`src/counter_gating_pkg.sv`:
```
// Operation
// RQ1: frequency mode gates channel A edges into the chain for a range-selected window
// RQ2: period mode feeds A edges to time-base, gating reference pulses into chain
// RQ3: period range sets the number of input cycles forming the gate
// RQ4: time interval modes count reference-derived clock units selected by range
// RQ5: single-line interval starts and stops on channel B edges or manual buttons
// RQ6: separate rising/falling choices for the start edge and the stop edge
// RQ7: two-line interval starts on channel B edge, stops on channel A edge, or manual
// RQ8: ratio mode counts A while B drives time-base, gate spans range B cycles
// RQ9: ratio reading equals true A over B ratio times range factor n
// RQ10: totalize passes channel A edges through a divide-by-n prescaler to the chain
// RQ11: totalize enabled and disabled by manual buttons or channel B timing edges
// RQ12: totalize thousands range makes each count unit stand for 1000 events
// RQ13: with hold active a new measurement starts only on the reset control
// RQ14: chain counts past full scale, dropping top digits, lower digits stay valid
// RQ15: high-input-range variant offers a high-frequency setting for above 20 MHz
// RQ16: high-frequency setting divides channel A and reference by four
// RQ17: gate end stops count and displays total, then repeats unless single shot
// RQ18: result is six decimal digits, one per display position
// RQ19: all decades cleared to zero at each new cycle before gate opens
// RQ20: start/stop edges and channel inputs synchronised to the clock before use
package counter_gating_pkg;

  ////////////////////////////////////////////////////////////////////////////////
  localparam int CLK_HZ = 50_000_000;
  localparam int REF_TICK_HZ = 1_000_000;
  localparam int REF_DIV = CLK_HZ / REF_TICK_HZ;
  localparam int REF_CNT_W = $clog2(REF_DIV);
  localparam int DISPLAY_MS = 250;
  localparam int MS_PER_S = 1000;
  localparam int DISPLAY_CYCLES_DEF = DISPLAY_MS * (CLK_HZ / MS_PER_S);
  localparam int HF_DIVIDE = 4;
  localparam logic [1:0] DIV4_LAST = 2'(HF_DIVIDE - 1);
  localparam int TOTAL_THOUSANDS = 1000;
  localparam logic [2:0] RANGE_THOUSANDS = 3'h3;

  ////////////////////////////////////////////////////////////////////////////////
  localparam int DIGITS = 6;
  localparam int BCD_W = 4;
  localparam logic [3:0] BCD_ZERO = 4'h0;
  localparam logic [3:0] BCD_NINE = 4'h9;
  localparam logic [2:0] RANGE_MAX = 3'h6;

  ////////////////////////////////////////////////////////////////////////////////
  localparam logic [2:0] FN_FREQ = 3'h0;
  localparam logic [2:0] FN_PERIOD = 3'h1;
  localparam logic [2:0] FN_TI_B = 3'h2;
  localparam logic [2:0] FN_TI_BA = 3'h3;
  localparam logic [2:0] FN_RATIO = 3'h4;
  localparam logic [2:0] FN_TOTAL = 3'h5;

  ////////////////////////////////////////////////////////////////////////////////
  localparam int ADDR_W = 8;
  localparam logic [7:0] OFS_CTRL = 8'h00;
  localparam logic [7:0] OFS_CMD = 8'h04;
  localparam logic [7:0] OFS_STATUS = 8'h08;
  localparam logic [7:0] OFS_RESULT = 8'h0C;
  localparam logic [7:0] OFS_LIVE = 8'h10;

  localparam int CTRL_W = 10;
  localparam logic [9:0] CTRL_RST = 10'h0C0;
  localparam int CTRL_FUNC_LSB = 0;
  localparam int CTRL_RANGE_LSB = 3;
  localparam int CTRL_START_RISE_BIT = 6;
  localparam int CTRL_STOP_RISE_BIT = 7;
  localparam int CTRL_HF_BIT = 8;
  localparam int CTRL_HOLD_BIT = 9;

  localparam int CMD_START_BIT = 0;
  localparam int CMD_STOP_BIT = 1;
  localparam int CMD_RESET_BIT = 2;

  localparam int STAT_GATE_BIT = 0;
  localparam int STAT_VALID_BIT = 1;
  localparam int STAT_HELD_BIT = 2;
  localparam int STAT_OVF_BIT = 3;

  typedef enum logic [2:0] {
    ST_CLEAR,
    ST_ARM,
    ST_GATE,
    ST_LATCH,
    ST_DISPLAY,
    ST_HOLD
  } meas_state_e;

endpackage

```
`src/decade_digit.sv`:
```
`timescale 1ns/1ps
module decade_digit
  import counter_gating_pkg::*;
(
  // clock and reset
  input wire logic clk_in,
  input wire logic rst_n_in,
  // control
  input wire logic clear_in,
  input wire logic inc_in,
  // digit and carry
  output logic [3:0] digit_out,
  output logic carry_out
);

  typedef struct packed {
    logic [3:0] digit;
  } digit_s;

  digit_s s_q;
  digit_s s_d;

  assign digit_out = s_q.digit;
  assign carry_out = inc_in && (s_q.digit == BCD_NINE);

  always_comb begin
    s_d = s_q;
    if (clear_in) begin
      s_d.digit = BCD_ZERO;
    end else if (inc_in) begin
      s_d.digit = (s_q.digit == BCD_NINE) ? BCD_ZERO : 4'(s_q.digit + 4'h1);
    end
  end

  always_ff @(posedge clk_in or negedge rst_n_in) begin
    if (!rst_n_in) begin
      s_q <= '0;
    end else begin
      s_q <= s_d;
    end
  end

endmodule

```
`src/input_sync.sv`:
```
`timescale 1ns/1ps
module input_sync (
  // clock and reset
  input wire logic clk_in,
  input wire logic rst_n_in,
  // raw level
  input wire logic sig_in,
  // edge pulses
  output logic rise_out,
  output logic fall_out
);

  typedef struct packed {
    logic meta;
    logic sync;
    logic prev;
  } sync_s;

  sync_s s_q;
  sync_s s_d;

  // first stage feeds only the second stage
  assign rise_out = s_q.sync && !s_q.prev;
  assign fall_out = !s_q.sync && s_q.prev;

  always_comb begin
    s_d.meta = sig_in;
    s_d.sync = s_q.meta;
    s_d.prev = s_q.sync;
  end

  always_ff @(posedge clk_in or negedge rst_n_in) begin
    if (!rst_n_in) begin
      s_q <= '0;
    end else begin
      s_q <= s_d;
    end
  end

endmodule

```
`src/counter_gating.sv`:
```
// The address map and the APB register port are this design's own decisions.
`timescale 1ns/1ps
module counter_gating
  import counter_gating_pkg::*;
#(
  parameter int DISPLAY_CYCLES = DISPLAY_CYCLES_DEF,
  parameter bit HF_AVAIL = 1'b1
) (
  // clock and reset
  input wire logic SYS_CLK_IN,
  input wire logic RST_N_IN,
  // apb slave
  input wire logic PSEL_IN,
  input wire logic PENABLE_IN,
  input wire logic PWRITE_IN,
  input wire logic [ADDR_W-1:0] PADDR_IN,
  input wire logic [31:0] PWDATA_IN,
  output logic [31:0] PRDATA_OUT,
  output logic PREADY_OUT,
  output logic PSLVERR_OUT,
  // shaped channels
  input wire logic CHAN_A_IN,
  input wire logic CHAN_B_IN,
  // display and status
  output logic [DIGITS*BCD_W-1:0] DIGITS_OUT,
  output logic GATE_OUT,
  output logic OVERFLOW_OUT
);

  ////////////////////////////////////////////////////////////////////////////////
  typedef struct packed {
    meas_state_e st;
    logic [CTRL_W-1:0] ctrl;
    logic [DIGITS*BCD_W-1:0] result;
    logic valid;
    logic ovf;
    logic [31:0] disp_cnt;
    logic [REF_CNT_W-1:0] ref_cnt;
    logic ref_tick;
    logic [1:0] hfa_cnt;
    logic [1:0] hfr_cnt;
    logic [31:0] prdata;
    logic pslverr;
  } gate_s;

  gate_s s_q;
  gate_s s_d;

  logic a_rise;
  logic a_fall;
  logic b_rise;
  logic b_fall;
  logic [DIGITS:0] tb_carry;
  logic [DIGITS:0] cnt_carry;
  logic [DIGITS*BCD_W-1:0] tb_digits;
  logic [DIGITS*BCD_W-1:0] live_digits;
  logic chain_clr;
  logic tb_inc;
  logic cnt_inc;
  logic tb_out;
  logic [2:0] func;
  logic [2:0] range_sel;
  logic start_rise;
  logic stop_rise;
  logic hf_on;
  logic hold;
  logic a_evt;
  logic ref_evt;
  logic start_evt;
  logic stop_evt;
  logic wr_acc;
  logic cmd_start;
  logic cmd_stop;
  logic cmd_reset;
  logic setup;
  logic [31:0] status_word;

  ////////////////////////////////////////////////////////////////////////////////
  // channel conditioning
  input_sync sync_a (  // [RQ20]
    .clk_in(SYS_CLK_IN),
    .rst_n_in(RST_N_IN),
    .sig_in(CHAN_A_IN),
    .rise_out(a_rise),
    .fall_out(a_fall)
  );

  input_sync sync_b (  // [RQ20]
    .clk_in(SYS_CLK_IN),
    .rst_n_in(RST_N_IN),
    .sig_in(CHAN_B_IN),
    .rise_out(b_rise),
    .fall_out(b_fall)
  );

  ////////////////////////////////////////////////////////////////////////////////
  // time-base decades and counting chain
  assign tb_carry[0] = tb_inc;
  assign cnt_carry[0] = cnt_inc;

  genvar gi;
  generate
    for (gi = 0; gi < DIGITS; gi++) begin : g_dec
      decade_digit tb_dig (
        .clk_in(SYS_CLK_IN),
        .rst_n_in(RST_N_IN),
        .clear_in(chain_clr),
        .inc_in(tb_carry[gi]),
        .digit_out(tb_digits[gi*BCD_W +: BCD_W]),
        .carry_out(tb_carry[gi+1])
      );
      // top carry dropped so the chain wraps [RQ14]
      decade_digit cnt_dig (  // [RQ18]
        .clk_in(SYS_CLK_IN),
        .rst_n_in(RST_N_IN),
        .clear_in(chain_clr),
        .inc_in(cnt_carry[gi]),
        .digit_out(live_digits[gi*BCD_W +: BCD_W]),
        .carry_out(cnt_carry[gi+1])
      );
    end
  endgenerate

  ////////////////////////////////////////////////////////////////////////////////
  // control decode
  assign func = s_q.ctrl[CTRL_FUNC_LSB +: 3];
  assign range_sel = (s_q.ctrl[CTRL_RANGE_LSB +: 3] > RANGE_MAX) ? RANGE_MAX :
                     s_q.ctrl[CTRL_RANGE_LSB +: 3];
  assign start_rise = s_q.ctrl[CTRL_START_RISE_BIT];
  assign stop_rise = s_q.ctrl[CTRL_STOP_RISE_BIT];
  assign hf_on = HF_AVAIL && s_q.ctrl[CTRL_HF_BIT] && (func == FN_FREQ);  // [RQ15]
  assign hold = s_q.ctrl[CTRL_HOLD_BIT];

  // divide-by-n decade tap of the time-base
  assign tb_out = tb_carry[range_sel];  // [RQ3]

  assign a_evt = hf_on ? (a_rise && (s_q.hfa_cnt == DIV4_LAST)) : a_rise;  // [RQ16]
  assign ref_evt = hf_on ? (s_q.ref_tick && (s_q.hfr_cnt == DIV4_LAST)) :
                   s_q.ref_tick;  // [RQ16]

  ////////////////////////////////////////////////////////////////////////////////
  // apb decode
  assign setup = PSEL_IN && !PENABLE_IN;
  assign wr_acc = PSEL_IN && PENABLE_IN && PWRITE_IN;
  assign cmd_start = wr_acc && (PADDR_IN == OFS_CMD) && PWDATA_IN[CMD_START_BIT];
  assign cmd_stop = wr_acc && (PADDR_IN == OFS_CMD) && PWDATA_IN[CMD_STOP_BIT];
  assign cmd_reset = wr_acc && (PADDR_IN == OFS_CMD) && PWDATA_IN[CMD_RESET_BIT];

  always_comb begin
    status_word = '0;
    status_word[STAT_GATE_BIT] = (s_q.st == ST_GATE);
    status_word[STAT_VALID_BIT] = s_q.valid;
    status_word[STAT_HELD_BIT] = (s_q.st == ST_HOLD);
    status_word[STAT_OVF_BIT] = s_q.ovf;
  end

  ////////////////////////////////////////////////////////////////////////////////
  // start and stop sources per function
  always_comb begin
    start_evt = 1'b0;
    stop_evt = 1'b0;
    case (func)
      FN_TI_B: begin
        start_evt = cmd_start || (start_rise ? b_rise : b_fall);  // [RQ5] [RQ6]
        stop_evt = cmd_stop || (stop_rise ? b_rise : b_fall);  // [RQ5] [RQ6]
      end
      FN_TI_BA: begin
        start_evt = cmd_start || (start_rise ? b_rise : b_fall);  // [RQ7] [RQ6]
        stop_evt = cmd_stop || (stop_rise ? a_rise : a_fall);  // [RQ7] [RQ6]
      end
      FN_TOTAL: begin
        start_evt = cmd_start || (start_rise ? b_rise : b_fall);  // [RQ11]
        stop_evt = cmd_stop || (stop_rise ? b_rise : b_fall);  // [RQ11]
      end
      default: begin
        start_evt = 1'b0;
        stop_evt = 1'b0;
      end
    endcase
  end

  // steering of time-base and chain inputs
  always_comb begin
    tb_inc = 1'b0;
    cnt_inc = 1'b0;
    if (s_q.st == ST_GATE) begin
      case (func)
        FN_FREQ: begin
          tb_inc = ref_evt;  // [RQ1] [RQ16]
          cnt_inc = a_evt;  // [RQ1]
        end
        FN_PERIOD: begin
          tb_inc = a_rise;  // [RQ2] [RQ3]
          cnt_inc = s_q.ref_tick;  // [RQ2]
        end
        FN_TI_B, FN_TI_BA: begin
          tb_inc = s_q.ref_tick;  // [RQ4]
          cnt_inc = tb_out;  // [RQ4]
        end
        FN_RATIO: begin
          tb_inc = b_rise;  // [RQ8]
          cnt_inc = a_rise;  // [RQ8] [RQ9]
        end
        FN_TOTAL: begin
          tb_inc = a_rise;  // [RQ10]
          // range 3 gives one unit per TOTAL_THOUSANDS events [RQ12]
          cnt_inc = tb_out;  // [RQ10] [RQ12]
        end
        default: begin
          tb_inc = 1'b0;
          cnt_inc = 1'b0;
        end
      endcase
    end
  end

  assign chain_clr = (s_q.st == ST_CLEAR);  // [RQ19]

  ////////////////////////////////////////////////////////////////////////////////
  // sequencer, registers and reference divider
  always_comb begin
    s_d = s_q;
    // reference tick from the clock
    s_d.ref_tick = 1'b0;
    if (s_q.ref_cnt == REF_CNT_W'(REF_DIV - 1)) begin
      s_d.ref_cnt = '0;
      s_d.ref_tick = 1'b1;
    end else begin
      s_d.ref_cnt = REF_CNT_W'(s_q.ref_cnt + 1'b1);
    end
    if (s_q.st == ST_CLEAR) begin
      s_d.hfa_cnt = '0;
      s_d.hfr_cnt = '0;
    end else if (s_q.st == ST_GATE && hf_on) begin
      if (a_rise) begin
        s_d.hfa_cnt = 2'(s_q.hfa_cnt + 2'h1);  // [RQ16]
      end
      if (s_q.ref_tick) begin
        s_d.hfr_cnt = 2'(s_q.hfr_cnt + 2'h1);  // [RQ16]
      end
    end
    if (cnt_carry[DIGITS]) begin
      s_d.ovf = 1'b1;  // [RQ14]
    end

    case (s_q.st)
      ST_CLEAR: begin
        s_d.ovf = 1'b0;
        s_d.st = ST_ARM;  // [RQ19]
      end
      ST_ARM: begin
        case (func)
          FN_FREQ: s_d.st = ST_GATE;  // [RQ1]
          FN_PERIOD: s_d.st = a_rise ? ST_GATE : ST_ARM;  // [RQ2]
          FN_RATIO: s_d.st = b_rise ? ST_GATE : ST_ARM;  // [RQ8]
          FN_TI_B, FN_TI_BA, FN_TOTAL: s_d.st = start_evt ? ST_GATE : ST_ARM;
          default: s_d.st = ST_ARM;
        endcase
      end
      ST_GATE: begin
        case (func)
          FN_FREQ, FN_PERIOD, FN_RATIO: s_d.st = tb_out ? ST_LATCH : ST_GATE;  // [RQ1]
          FN_TI_B, FN_TI_BA, FN_TOTAL: s_d.st = stop_evt ? ST_LATCH : ST_GATE;
          default: s_d.st = ST_LATCH;
        endcase
      end
      ST_LATCH: begin
        s_d.result = live_digits;  // [RQ17]
        s_d.valid = 1'b1;
        s_d.disp_cnt = '0;
        s_d.st = ST_DISPLAY;
      end
      ST_DISPLAY: begin
        if (s_q.disp_cnt == 32'(DISPLAY_CYCLES - 1)) begin
          s_d.st = hold ? ST_HOLD : ST_CLEAR;  // [RQ17] [RQ13]
        end else begin
          s_d.disp_cnt = 32'(s_q.disp_cnt + 32'h1);
        end
      end
      ST_HOLD: s_d.st = ST_HOLD;  // [RQ13]
      default: s_d.st = ST_CLEAR;
    endcase
    if (cmd_reset) begin
      s_d.st = ST_CLEAR;  // [RQ13]
    end

    // apb register file
    if (wr_acc && (PADDR_IN == OFS_CTRL)) begin
      s_d.ctrl = PWDATA_IN[CTRL_W-1:0];
    end
    if (setup) begin
      s_d.pslverr = 1'b0;
      s_d.prdata = '0;
      case (PADDR_IN)
        OFS_CTRL: s_d.prdata = 32'(s_q.ctrl);
        OFS_CMD: s_d.prdata = '0;
        OFS_STATUS: s_d.prdata = status_word;
        OFS_RESULT: s_d.prdata = 32'(s_q.result);
        OFS_LIVE: s_d.prdata = 32'(live_digits);
        default: s_d.pslverr = 1'b1;
      endcase
    end
  end

  always_ff @(posedge SYS_CLK_IN or negedge RST_N_IN) begin
    if (!RST_N_IN) begin
      s_q <= '0;
      s_q.st <= ST_CLEAR;
      s_q.ctrl <= CTRL_RST;
    end else begin
      s_q <= s_d;
    end
  end

  ////////////////////////////////////////////////////////////////////////////////
  assign PRDATA_OUT = s_q.prdata;
  assign PREADY_OUT = 1'b1;
  assign PSLVERR_OUT = s_q.pslverr && PSEL_IN && PENABLE_IN;
  assign DIGITS_OUT = s_q.result;
  assign GATE_OUT = (s_q.st == ST_GATE);
  assign OVERFLOW_OUT = s_q.ovf;

endmodule

```
`config.mk`:
```
export PLATFORM = sky130hd
export DESIGN_NAME = counter_gating
export DESIGN_NICKNAME = d
export VERILOG_FILES = /design/src/counter_gating_pkg.sv /design/src/decade_digit.sv /design/src/input_sync.sv /design/src/counter_gating.sv
export SDC_FILE = /design/constraint.sdc
export NUM_CORES = 1
export LEC_CHECK = 0
export BUFFER_PORTS_ARGS = -buffer_cell sky130_fd_sc_hd__buf_2
export CORE_MARGIN = 2
export CORE_UTILIZATION = 40
export DETAILED_ROUTE_END_ITERATION = 6
export GPL_ROUTABILITY_DRIVEN = 0
export PLACE_DENSITY = 0.66
export SLEW_MARGIN = 20
export SYNTH_ARGS = -nofsm -noshare
export SYNTH_HDL_FRONTEND = slang
export SYNTH_HIERARCHICAL = 1
export SYNTH_SLANG_ARGS = --single-unit
```
`constraint.sdc`:
```
create_clock -name SYS_CLK_IN -period 7.4 [get_ports SYS_CLK_IN]
set_input_delay 1.85 -clock SYS_CLK_IN [delete_from_list [all_inputs] [get_ports SYS_CLK_IN]]
set_output_delay 1.85 -clock SYS_CLK_IN [all_outputs]
set_load 0.01 [all_outputs]
```
==> results.md, run 1 <==
* Status: completed
* Most common cell on crit path: inv_1
* Vias in the first global route at 6644
* Crit Path Class: reg2reg
* Slew HR at 27.78%
* Placed cell count at 1247
* Critical path launch point type: flip-flop
* Arrival @ worst endpoint at 6980 ps
* Min Tclk post-route at 6619 ps
* Hold_ws at 358.6 ps
* Die width at 153.3 um
* Synth cell types at 59
* First-pass iteration count of the detailed router at 6
* Pwr dens at 218.5 nW/um^2
* Finished Layout Cells at 1280
* First-pass GRT wire length at 33600 um
* Final Slew Violations at 0
* Placeable Area at 21820 sq um
* Worst vdd ir at 154.7 uV
* Static Leak at 4.336 nW
* Worst skew pair latency at 430 ps
* Clock root buffer: clkbuf_16
* Flop and latch count out of synthesis at 161
* Worst r2r dst: g_dec[5].cnt_dig/digit_out[2]
* Most common cell after layout, fill and taps aside: nand2_1
* RSZ-0062 raised after global routing: false
* Critical Path RT at 7760 ps
* All-layer global routing usage at 17.43%
* Die Area at 23500 sq um
* CP peak stage delay at 480 ps
* Post-Syn Area per Cell at 9.279 sq um
* Final wirelength at 19890 um
* Hold Crit Start: sync_a/s_d[1]
* Via count at 6914
* Post-synth ARST share at 100.0%
* Endpoints failing setup at 0
* Least-Margin Pin Slew at 1083 ps
* Hpwl dp at 13460 um
* Worst setup EP type: flip-flop
* # Max-Cap Violations at 0
* H-tree Lvls at 4
* Row count at 54
* Setup TNS at 0 ps
* Reg2reg path depth at 36
* Clock Skews at 9.144 ps
* Hold Path Class: reg2reg
* Height of the die at 153.3 um
* PortBufs at 75
* # IOs at 107
* Layout cell share with drive strength beyond 1 at 18.22%
* Residual DRC at 0
* Worst Path Buf+Inv at 14
* WHS Path Cells at 0
* Critical path peak fanout at 10
* CTS tree: yes
* Period utilization at 89.44%
* Final core utilization at 45.10%
* Clock Path Buffers at 2
* Antenna viol nets, final at 0
* YS warnings at 6
* CP max-delay cell: dfrtp_1
* Commonest cells after routing, fill and taps aside: 182 x nand2_1, 159 x dfrtp_1, 74 x buf_2
* Initial antenna violation count at 1
* Area grow syn2layout at 10.37%
* Reg clk slew, reported paths at 70 ps
* Crit-path leading delay family: simple AND/OR/NAND/NOR gates
* Post-synthesis sequential area ratio at 45.21%
* R2R setup slack at 780 ps
* Clock sink total at 161
* GRT overflow at 0
* CTS buffer count at 17
* Launching point of the worst reg2reg path: func[0]
* Iter 0 DRT Violations at 385
* Mapped Cells at 961
* Final-layout fill cell count at 2089
* Synthesized cell area at 8917 sq um
* Hold Vio Cnt, Final at 0
* Initial Util at 40.86%
* EDFF count, synth at 0
* DR WL/cell at 15.54 um
* Ys flop type: dfrtp_1
* Setup bufs post-CTS at 0
* Largest net degree at the start of global routing at 93
* Max Fclk at 151.1 MHz
* Fin nets at 1062
* Vias per std cell at 5.402
* Worst Hold Path EP: sync_a/s_d[0]
## worst max path at each step
stage	startpoint	end	slack, ps	cells past startpoint
finish	func[0]	g_dec[5].cnt_dig/digit_out[2]	780	36
global route	func[0]	g_dec[5].cnt_dig/digit_out[2]	10	36
CTS	func[0]	g_dec[5].cnt_dig/digit_out[2]	450	36
detailed placement	func[0]	g_dec[5].cnt_dig/digit_out[3]	510	36
global placement	s_q[114]	g_dec[5].cnt_dig/digit_out[3]	690	37
floorplan	s_q[114]	g_dec[5].cnt_dig/digit_out[3]	760	35
## synthesized netlist by cell type (13+ instances only)
master    count  share of area (%)
xnor2_1      25                2.5
nand3b_1     39                3.3
nand2_1     182                7.7
a22oi_1      14                1.2
ha_1         29                4.1
inv_1        34                1.4
clkbuf_1     19               0.80
nor3_1       13               0.73
nand3_1      17               0.95
o21ai_0      51                2.9
a21oi_1      52                2.9
nor4_1       13               0.91
mux2_2       13                1.6
buf_4        59                5.0
dfrtp_1     159                 45
nor2_1       62                2.6
## state kept, by name, indices dropped and copies added (netlist names)
register	cells
DIGITS_OUT	24
OVERFLOW_OUT	1
PRDATA_OUT	24
func	3
g_dec.cnt_dig/digit_out	24
g_dec.tb_dig/digit_out	24
hold	1
s_q	54
sync_a/s_d	2
sync_a/s_q	1
sync_b/s_d	2
sync_b/s_q	1
## worst reg2reg max path: cells and delay by family, from the launching register on
family	cells	cell delay (ps)
AOI/OAI and AO/OA	5	750
and+or+nand+nor	17	3660
DFF	1	480
buffers and inverters	14	1690
## layout make-up
cell class	count	area, sq um	share of cell area (%)
diodes	1	2.502	0.02543
clock buffers	18	439.2	4.462
clock inverters	14	190.2	1.932
inverters	34	127.6	1.297
multi-input cells	687	4244	43.12
flip-flops and latches	161	4031	40.96
well taps	280	350.3	3.560
repair buffers	85	456.7	4.640
## layer usage
layer / vias up / global-route usage (%) / wire, um
met3: 28 / 3.232 / 789
met1: 3396 / 24.73 / 9699
met2: 155 / 26.57 / 8934
met4: 0 / 6.481 / 463
li1: 3335 / - / -
met5: - / 0 / 0
## power breakdown
group / internal (mW) / switching, mW
Sequential: 0.903 / 0.0365
Combinational: 0.0659 / 0.201
Clock: 0.552 / 0.391
## per-stage QoR
stage / power, mW / setup slack, ps / instance area, sq um
after CTS: 2.172 / 454.9 / 9832
final: 2.150 / 781.2 / 9842
after floorplan: 1.118 / 764.8 / 8944
after global placement: 1.224 / 690.0 / 9203
after detailed placement: 1.226 / 505.0 / 9203
after global routing: 2.243 / 14.44 / 9842
## what timing repair did
item | 4_1_cts | 5_1_grt
hold buffers | 0 | 0
gates resized for setup | 0 | 3
endpoints found under the setup margin | 0 | 5
## kinds of logic (layout without fill, tap and decap cells)
| family | count (synthesis) | in the layout | share of synthesized area [%] |
|---|---|---|---|
| muxes | 21 | 21 | 2.680 |
| AOI/OAI and AO/OA | 183 | 183 | 13.20 |
| DFF | 161 | 161 | 45.21 |
| and+or+nand+nor | 417 | 417 | 24.36 |
| other | 2 | 10 | 0.08422 |
| buffers and inverters | 120 | 151 | 7.647 |
| xor gates and xnor gates | 28 | 28 | 2.750 |
| adders and majority gates | 29 | 29 | 4.069 |
Power figures use the tool's default switching activity.
==> inputs of run 2 (changes only) <==
Settings changed: PLACE_DENSITY 0.66 to 0.69.
Clock period 7.4 ns to 5.9 ns, I/O delays scaled along.
==> run 2 against run 1 <==
Net effect: flip-flop and latch count stayed put; global-route usage is 0.12 points lower; via count is 1.1% lower; fmax is 29% higher; critical path type unchanged; critical endpoint unchanged; largest power group is now registers.
==> results.md, run 2 (same netlist as run 1, synthesis figures left out) <==
* Worst vdd ir at 203.5 uV
* Most common cell on crit path: inv_1
* R2R setup slack at 790 ps
* Fin nets at 1070
* Placeable Area at 21820 sq um
* Final Slew Violations at 0
* Clock Skews at 6.452 ps
* Layout cell share with drive strength beyond 1 at 19.46%
* PortBufs at 75
* # IOs at 107
* Endpoints failing setup at 0
* Worst skew pair latency at 430 ps
* Via count at 6839
* Antenna viol nets, final at 0
* Max reg flops at 54
* Slew HR at 28.72%
* Final core utilization at 45.42%
* Row count at 54
* Pre-CTS setup slack at 556.5 ps
* DR WL/cell at 15.22 um
* GRT overflow at 0
* Initial antenna violation count at 2
* # Max-Cap Violations at 0
* Vias in the first global route at 6614
* CTS buffer count at 17
* Setup crit start: s_q[112]
* Launching point of the worst reg2reg path: s_q[112]
* Final worst setup slack at 785.3 ps
* Largest net degree at the start of global routing at 71
* Hold Path Class: reg2reg
* RSZ-0062 raised after global routing: false
* Critical Path RT at 6260 ps
* Iter 0 DRT Violations at 509
* Crit Path Class: reg2reg
* Hold Vio Cnt, Final at 0
* Die width at 153.3 um
* Die Area at 23500 sq um
* Min Tclk post-route at 5115 ps
* CP peak stage delay at 480 ps
* Height of the die at 153.3 um
* First-pass GRT wire length at 33290 um
* Clock Path Buffers at 2
* WHS Path Cells at 0
* Critical path launch point type: flip-flop
* Residual DRC at 0
* Commonest cells after routing, fill and taps aside: 182 x nand2_1, 159 x dfrtp_1, 74 x buf_2
* Finished Layout Cells at 1288
* Worst setup EP type: flip-flop
* Hpwl dp at 13370 um
* Static Leak at 4.367 nW
* Most common cell after layout, fill and taps aside: nand2_1
* Worst r2r dst: g_dec[5].cnt_dig/digit_out[2]
* Least-Margin Pin Slew at 1069 ps
* Reg2reg path depth at 34
* Arrival @ worst endpoint at 5480 ps
* Clock sink total at 161
* Final wirelength at 19610 um
* CP max-delay cell: dfrtp_1
* Hold Crit Start: sync_a/s_d[1]
* Reg clk slew, reported paths at 70 ps
* Biggest register: s_q
* First-pass iteration count of the detailed router at 6
* Period utilization at 86.69%
* H-tree Lvls at 4
* CTS tree: yes
* Initial Util at 40.86%
* Setup TNS at 0 ps
* All-layer global routing usage at 17.30%
* Worst Hold Path EP: sync_a/s_d[0]
* Setup bufs post-CTS at 0
* Placed cell count at 1254
* Area grow syn2layout at 11.17%
* Clock root buffer: clkbuf_16
* Critical path peak fanout at 7
* Status: completed
* Tot Pwr at 2.645 mW
* Pwr dens at 266.8 nW/um^2
* Max Fclk at 195.5 MHz
* Vias per std cell at 5.310
[run 2: cell types whose count changed in the layout (fill, tap and decap cells not counted), moves of 2 or more]
| cell | previous run | this run |
|---|---|---|
| buf_4 | 10 | 17 |
| clkinv_4 | 1 | 3 |
| inv_8 | 4 | 2 |
| nor2_1 | 59 | 55 |
| nor2_2 | 3 | 6 |
[run 2: worst max-delay path by stage]
stage                                                to  slack [ps]  depth (start not counted)
after floorplan           g_dec[5].cnt_dig/digit_out[3]          20                         35
after global placement    g_dec[5].cnt_dig/digit_out[3]         590                         34
after detailed placement  g_dec[5].cnt_dig/digit_out[2]         560                         34
after CTS                 g_dec[5].cnt_dig/digit_out[2]         540                         34
after global routing      g_dec[5].cnt_dig/digit_out[3]          80                         34
final                     g_dec[5].cnt_dig/digit_out[2]         790                         34
[run 2: what timing repair did]
action	in CTS	in global routing
endpoints found under the setup margin	0	3
hold buffers	0	0
resized for setup	0	3
[run 2: final cells by class]
cell class              count  area, sq um
repair buffers             93        524.3
clock buffers              17        425.4
diodes                      1        2.502
clock inverters            15        178.9
flip-flops and latches    161         4031
fillers                  2067        11910
well taps                 280        350.3
multi-input cells         687         4273
inverters                  34        127.6
[run 2: power breakdown]
| group | internal [mW] | leakage (nW) | total [mW] | switching, mW |
|---|---|---|---|---|
| logic | 0.0863 | 1.88 | 0.349 | 0.262 |
| clock network | 0.637 | 0.287 | 1.12 | 0.488 |
| registers | 1.13 | 2.20 | 1.17 | 0.0385 |
[run 2: worst max-delay path, delay by kind of cell, from the launching register on]
kind	cells	cell delay, ps
buf+inv	12	1200
compound gates	5	800
flops	1	480
simple gates	17	2560
[run 2: metal layers]
metal | vias up | part of all wire [%] | GRT usage (%)
met5 | - | 0.051 | 0
met4 | 2 | 2.1 | 7.143
met3 | 35 | 5.8 | 3.572
met2 | 192 | 46 | 27.15
met1 | 3241 | 46 | 23.38
li1 | 3369 | - | -
[run 2: through the flow]
stage,hold WS (ps),cell area [sq um]
floorplan,331.2,8970
global placement,334.5,9281
detailed placement,334.7,9281
CTS,349.8,9886
global route,376.8,9911
finish,349.3,9913
==> inputs of run 3 (changes only) <==
Settings changed: PLACE_DENSITY 0.69 to 0.66.
Clock period 5.9 ns to 4.43 ns, I/O delays scaled along.
==> run 3 against run 2 <==
Net effect: sequential share of layout area shrank 0.90 points; clock-buffer cell count is the same; combinational power grew 46%; hold slack gained 7.2 ps; flip-flop and latch count is the same; core utilization grew 1.1 points; sequential power grew 32%.
==> results.md, run 3 (same netlist as run 1, synthesis figures left out) <==
* Status: completed
* Clock sink total at 161
* H-tree Lvls at 4
* Area grow syn2layout at 13.75%
* Worst skew pair latency at 430 ps
* Via count at 6949
* Hold Vio Cnt, Final at 0
* Psw at 1.098 mW
* Worst r2r dst: g_dec[5].cnt_dig/digit_out[3]
* Final Slew Violations at 0
* Clock Path Buffers at 2
* Finished Layout Cells at 1304
* Residual DRC at 0
* Row count at 54
* Hold_ws at 356.5 ps
* All-layer global routing usage at 17.38%
* Initial antenna violation count at 0
* M1 WL at 9521 um
* Slew HR at 30.38%
* Vias per std cell at 5.329
* Least-Margin Pin Slew at 1044 ps
* Critical Path RT at 4790 ps
* Placed cell count at 1262
* Diodes inserted at 0
* Tot Pwr at 3.604 mW
* Final instance area at 10140 sq um
* Launching point of the worst reg2reg path: func[0]
* Die Area at 23500 sq um
* Critical path peak fanout at 5
* Switching Share at 30.47%
* Crit Path Class: reg2reg
* Biggest register: s_q
* WHS Path Cells at 0
* Reg2reg path depth at 34
* Comb power frac at 14.1%
* Area of placed instances at 9422 sq um
* Layout cell share with drive strength beyond 1 at 23.05%
* First-pass GRT wire length at 33550 um
* Commonest cells after routing, fill and taps aside: 182 x nand2_1, 157 x dfrtp_1, 74 x buf_2
* Critical path launch point type: flip-flop
* RSZ-0062 raised after global routing: true
* Die width at 153.3 um
* Final wirelength at 19970 um
* Period utilization at 92.44%
* Met3 WL at 867 um
* R2R setup slack at 330 ps
* Hpwl dp at 13440 um
* GRT overflow at 0
* Pwr dens at 355.3 nW/um^2
* CTS buffer count at 17
* Initial Util at 40.86%
* Cell internal pwr at 2.506 mW
* Worst vdd ir at 272.1 uV
* Clock root buffer: clkbuf_16
* Final core utilization at 46.48%
* CP max-delay cell: dfrtp_2
* Hold Path Class: reg2reg
* Static Leak at 4.456 nW
* Worst setup EP type: flip-flop
* CTS tree: yes
* # IOs at 107
* Antenna viol nets, final at 0
* Worst Hold Path EP: sync_a/s_d[0]
* Iter 0 DRT Violations at 453
* PortBufs at 75
* Vias in the first global route at 6641
* Largest net degree at the start of global routing at 73
* Final worst setup slack at 335.0 ps
* Setup TNS at 0 ps
* DR WL/cell at 15.32 um
* CP peak stage delay at 450 ps
* Hold Crit Start: sync_a/s_d[1]
* Max Fclk at 244.2 MHz
* Clock Skews at 10.83 ps
* Max reg flops at 54
* Metal2 WL at 9239 um
* First-pass iteration count of the detailed router at 7
* DR top layer: met4
* Placeable Area at 21820 sq um
* Endpoints failing setup at 0
* Most common cell after layout, fill and taps aside: nand2_1
* # Max-Cap Violations at 0
* Height of the die at 153.3 um
* Min Tclk post-route at 4095 ps
* Reg clk slew, reported paths at 70 ps
* Power share of the clock group at 42.8%
* Fin nets at 1087
* Arrival @ worst endpoint at 4450 ps
* Pre-CTS setup slack at 46.87 ps
* Reg power frac at 43.1%
run 3: changes by cell type in the layout (fill, tap and decap cells not counted), sizes merged:
cell / delta
inv: +3
buf: +17
clkinvlp: -1
clkinv: -2
diode: -1
run 3: routing by layer:
metal	GRT usage [%]	vias to the layer above
met4	5.247	0
met1	24.08	3368
li1	-	3390
met2	27.55	166
met5	0	-
met3	3.544	25
run 3: area by class of cell:
type / count / area [sq um]
clock buffers: 17 / 425.4
well taps: 280 / 350.3
repair buffers: 110 / 644.4
fillers: 2071 / 11680
flip-flops and latches: 161 / 4034
multi-input cells: 687 / 4368
inverters: 34 / 132.6
clock inverters: 15 / 188.9
run 3: worst max path at each step:
stage,end,slack (ps),startpoint
2_1_floorplan,g_dec[5].cnt_dig/digit_out[2],0.8,s_q[114]
3_3_place_gp,g_dec[5].cnt_dig/digit_out[3],140,func[0]
3_5_place_dp,g_dec[5].cnt_dig/digit_out[2],50,func[0]
4_1_cts,g_dec[5].cnt_dig/digit_out[2],40,func[0]
5_1_grt,g_dec[5].cnt_dig/digit_out[3],-60,func[0]
6_report,g_dec[5].cnt_dig/digit_out[3],330,func[0]
run 3: power groups by stage:
stage          Combinational, mW  Sequential (mW)  Clock [mW]
2_1_floorplan              0.316             1.57           0
3_3_place_gp               0.503             1.58           0
3_5_place_dp               0.512             1.58           0
4_1_cts                    0.514             1.55        1.58
5_1_grt                    0.564             1.56        1.65
6_report                   0.509             1.55        1.54
run 3: worst max-delay path, delay by kind of cell (launching register included):
family | cells | cell delay (ps)
AOI/OAI and AO/OA | 5 | 530
buffers and inverters | 12 | 770
DFF | 1 | 450
and+or+nand+nor | 17 | 2250
run 3: timing repair:
item	CTS	global route
buffers inserted	0	10
hold buffers	0	0
endpoints found under the setup margin	0	7
gates resized for setup	0	11
endpoints found under the hold margin	0	0
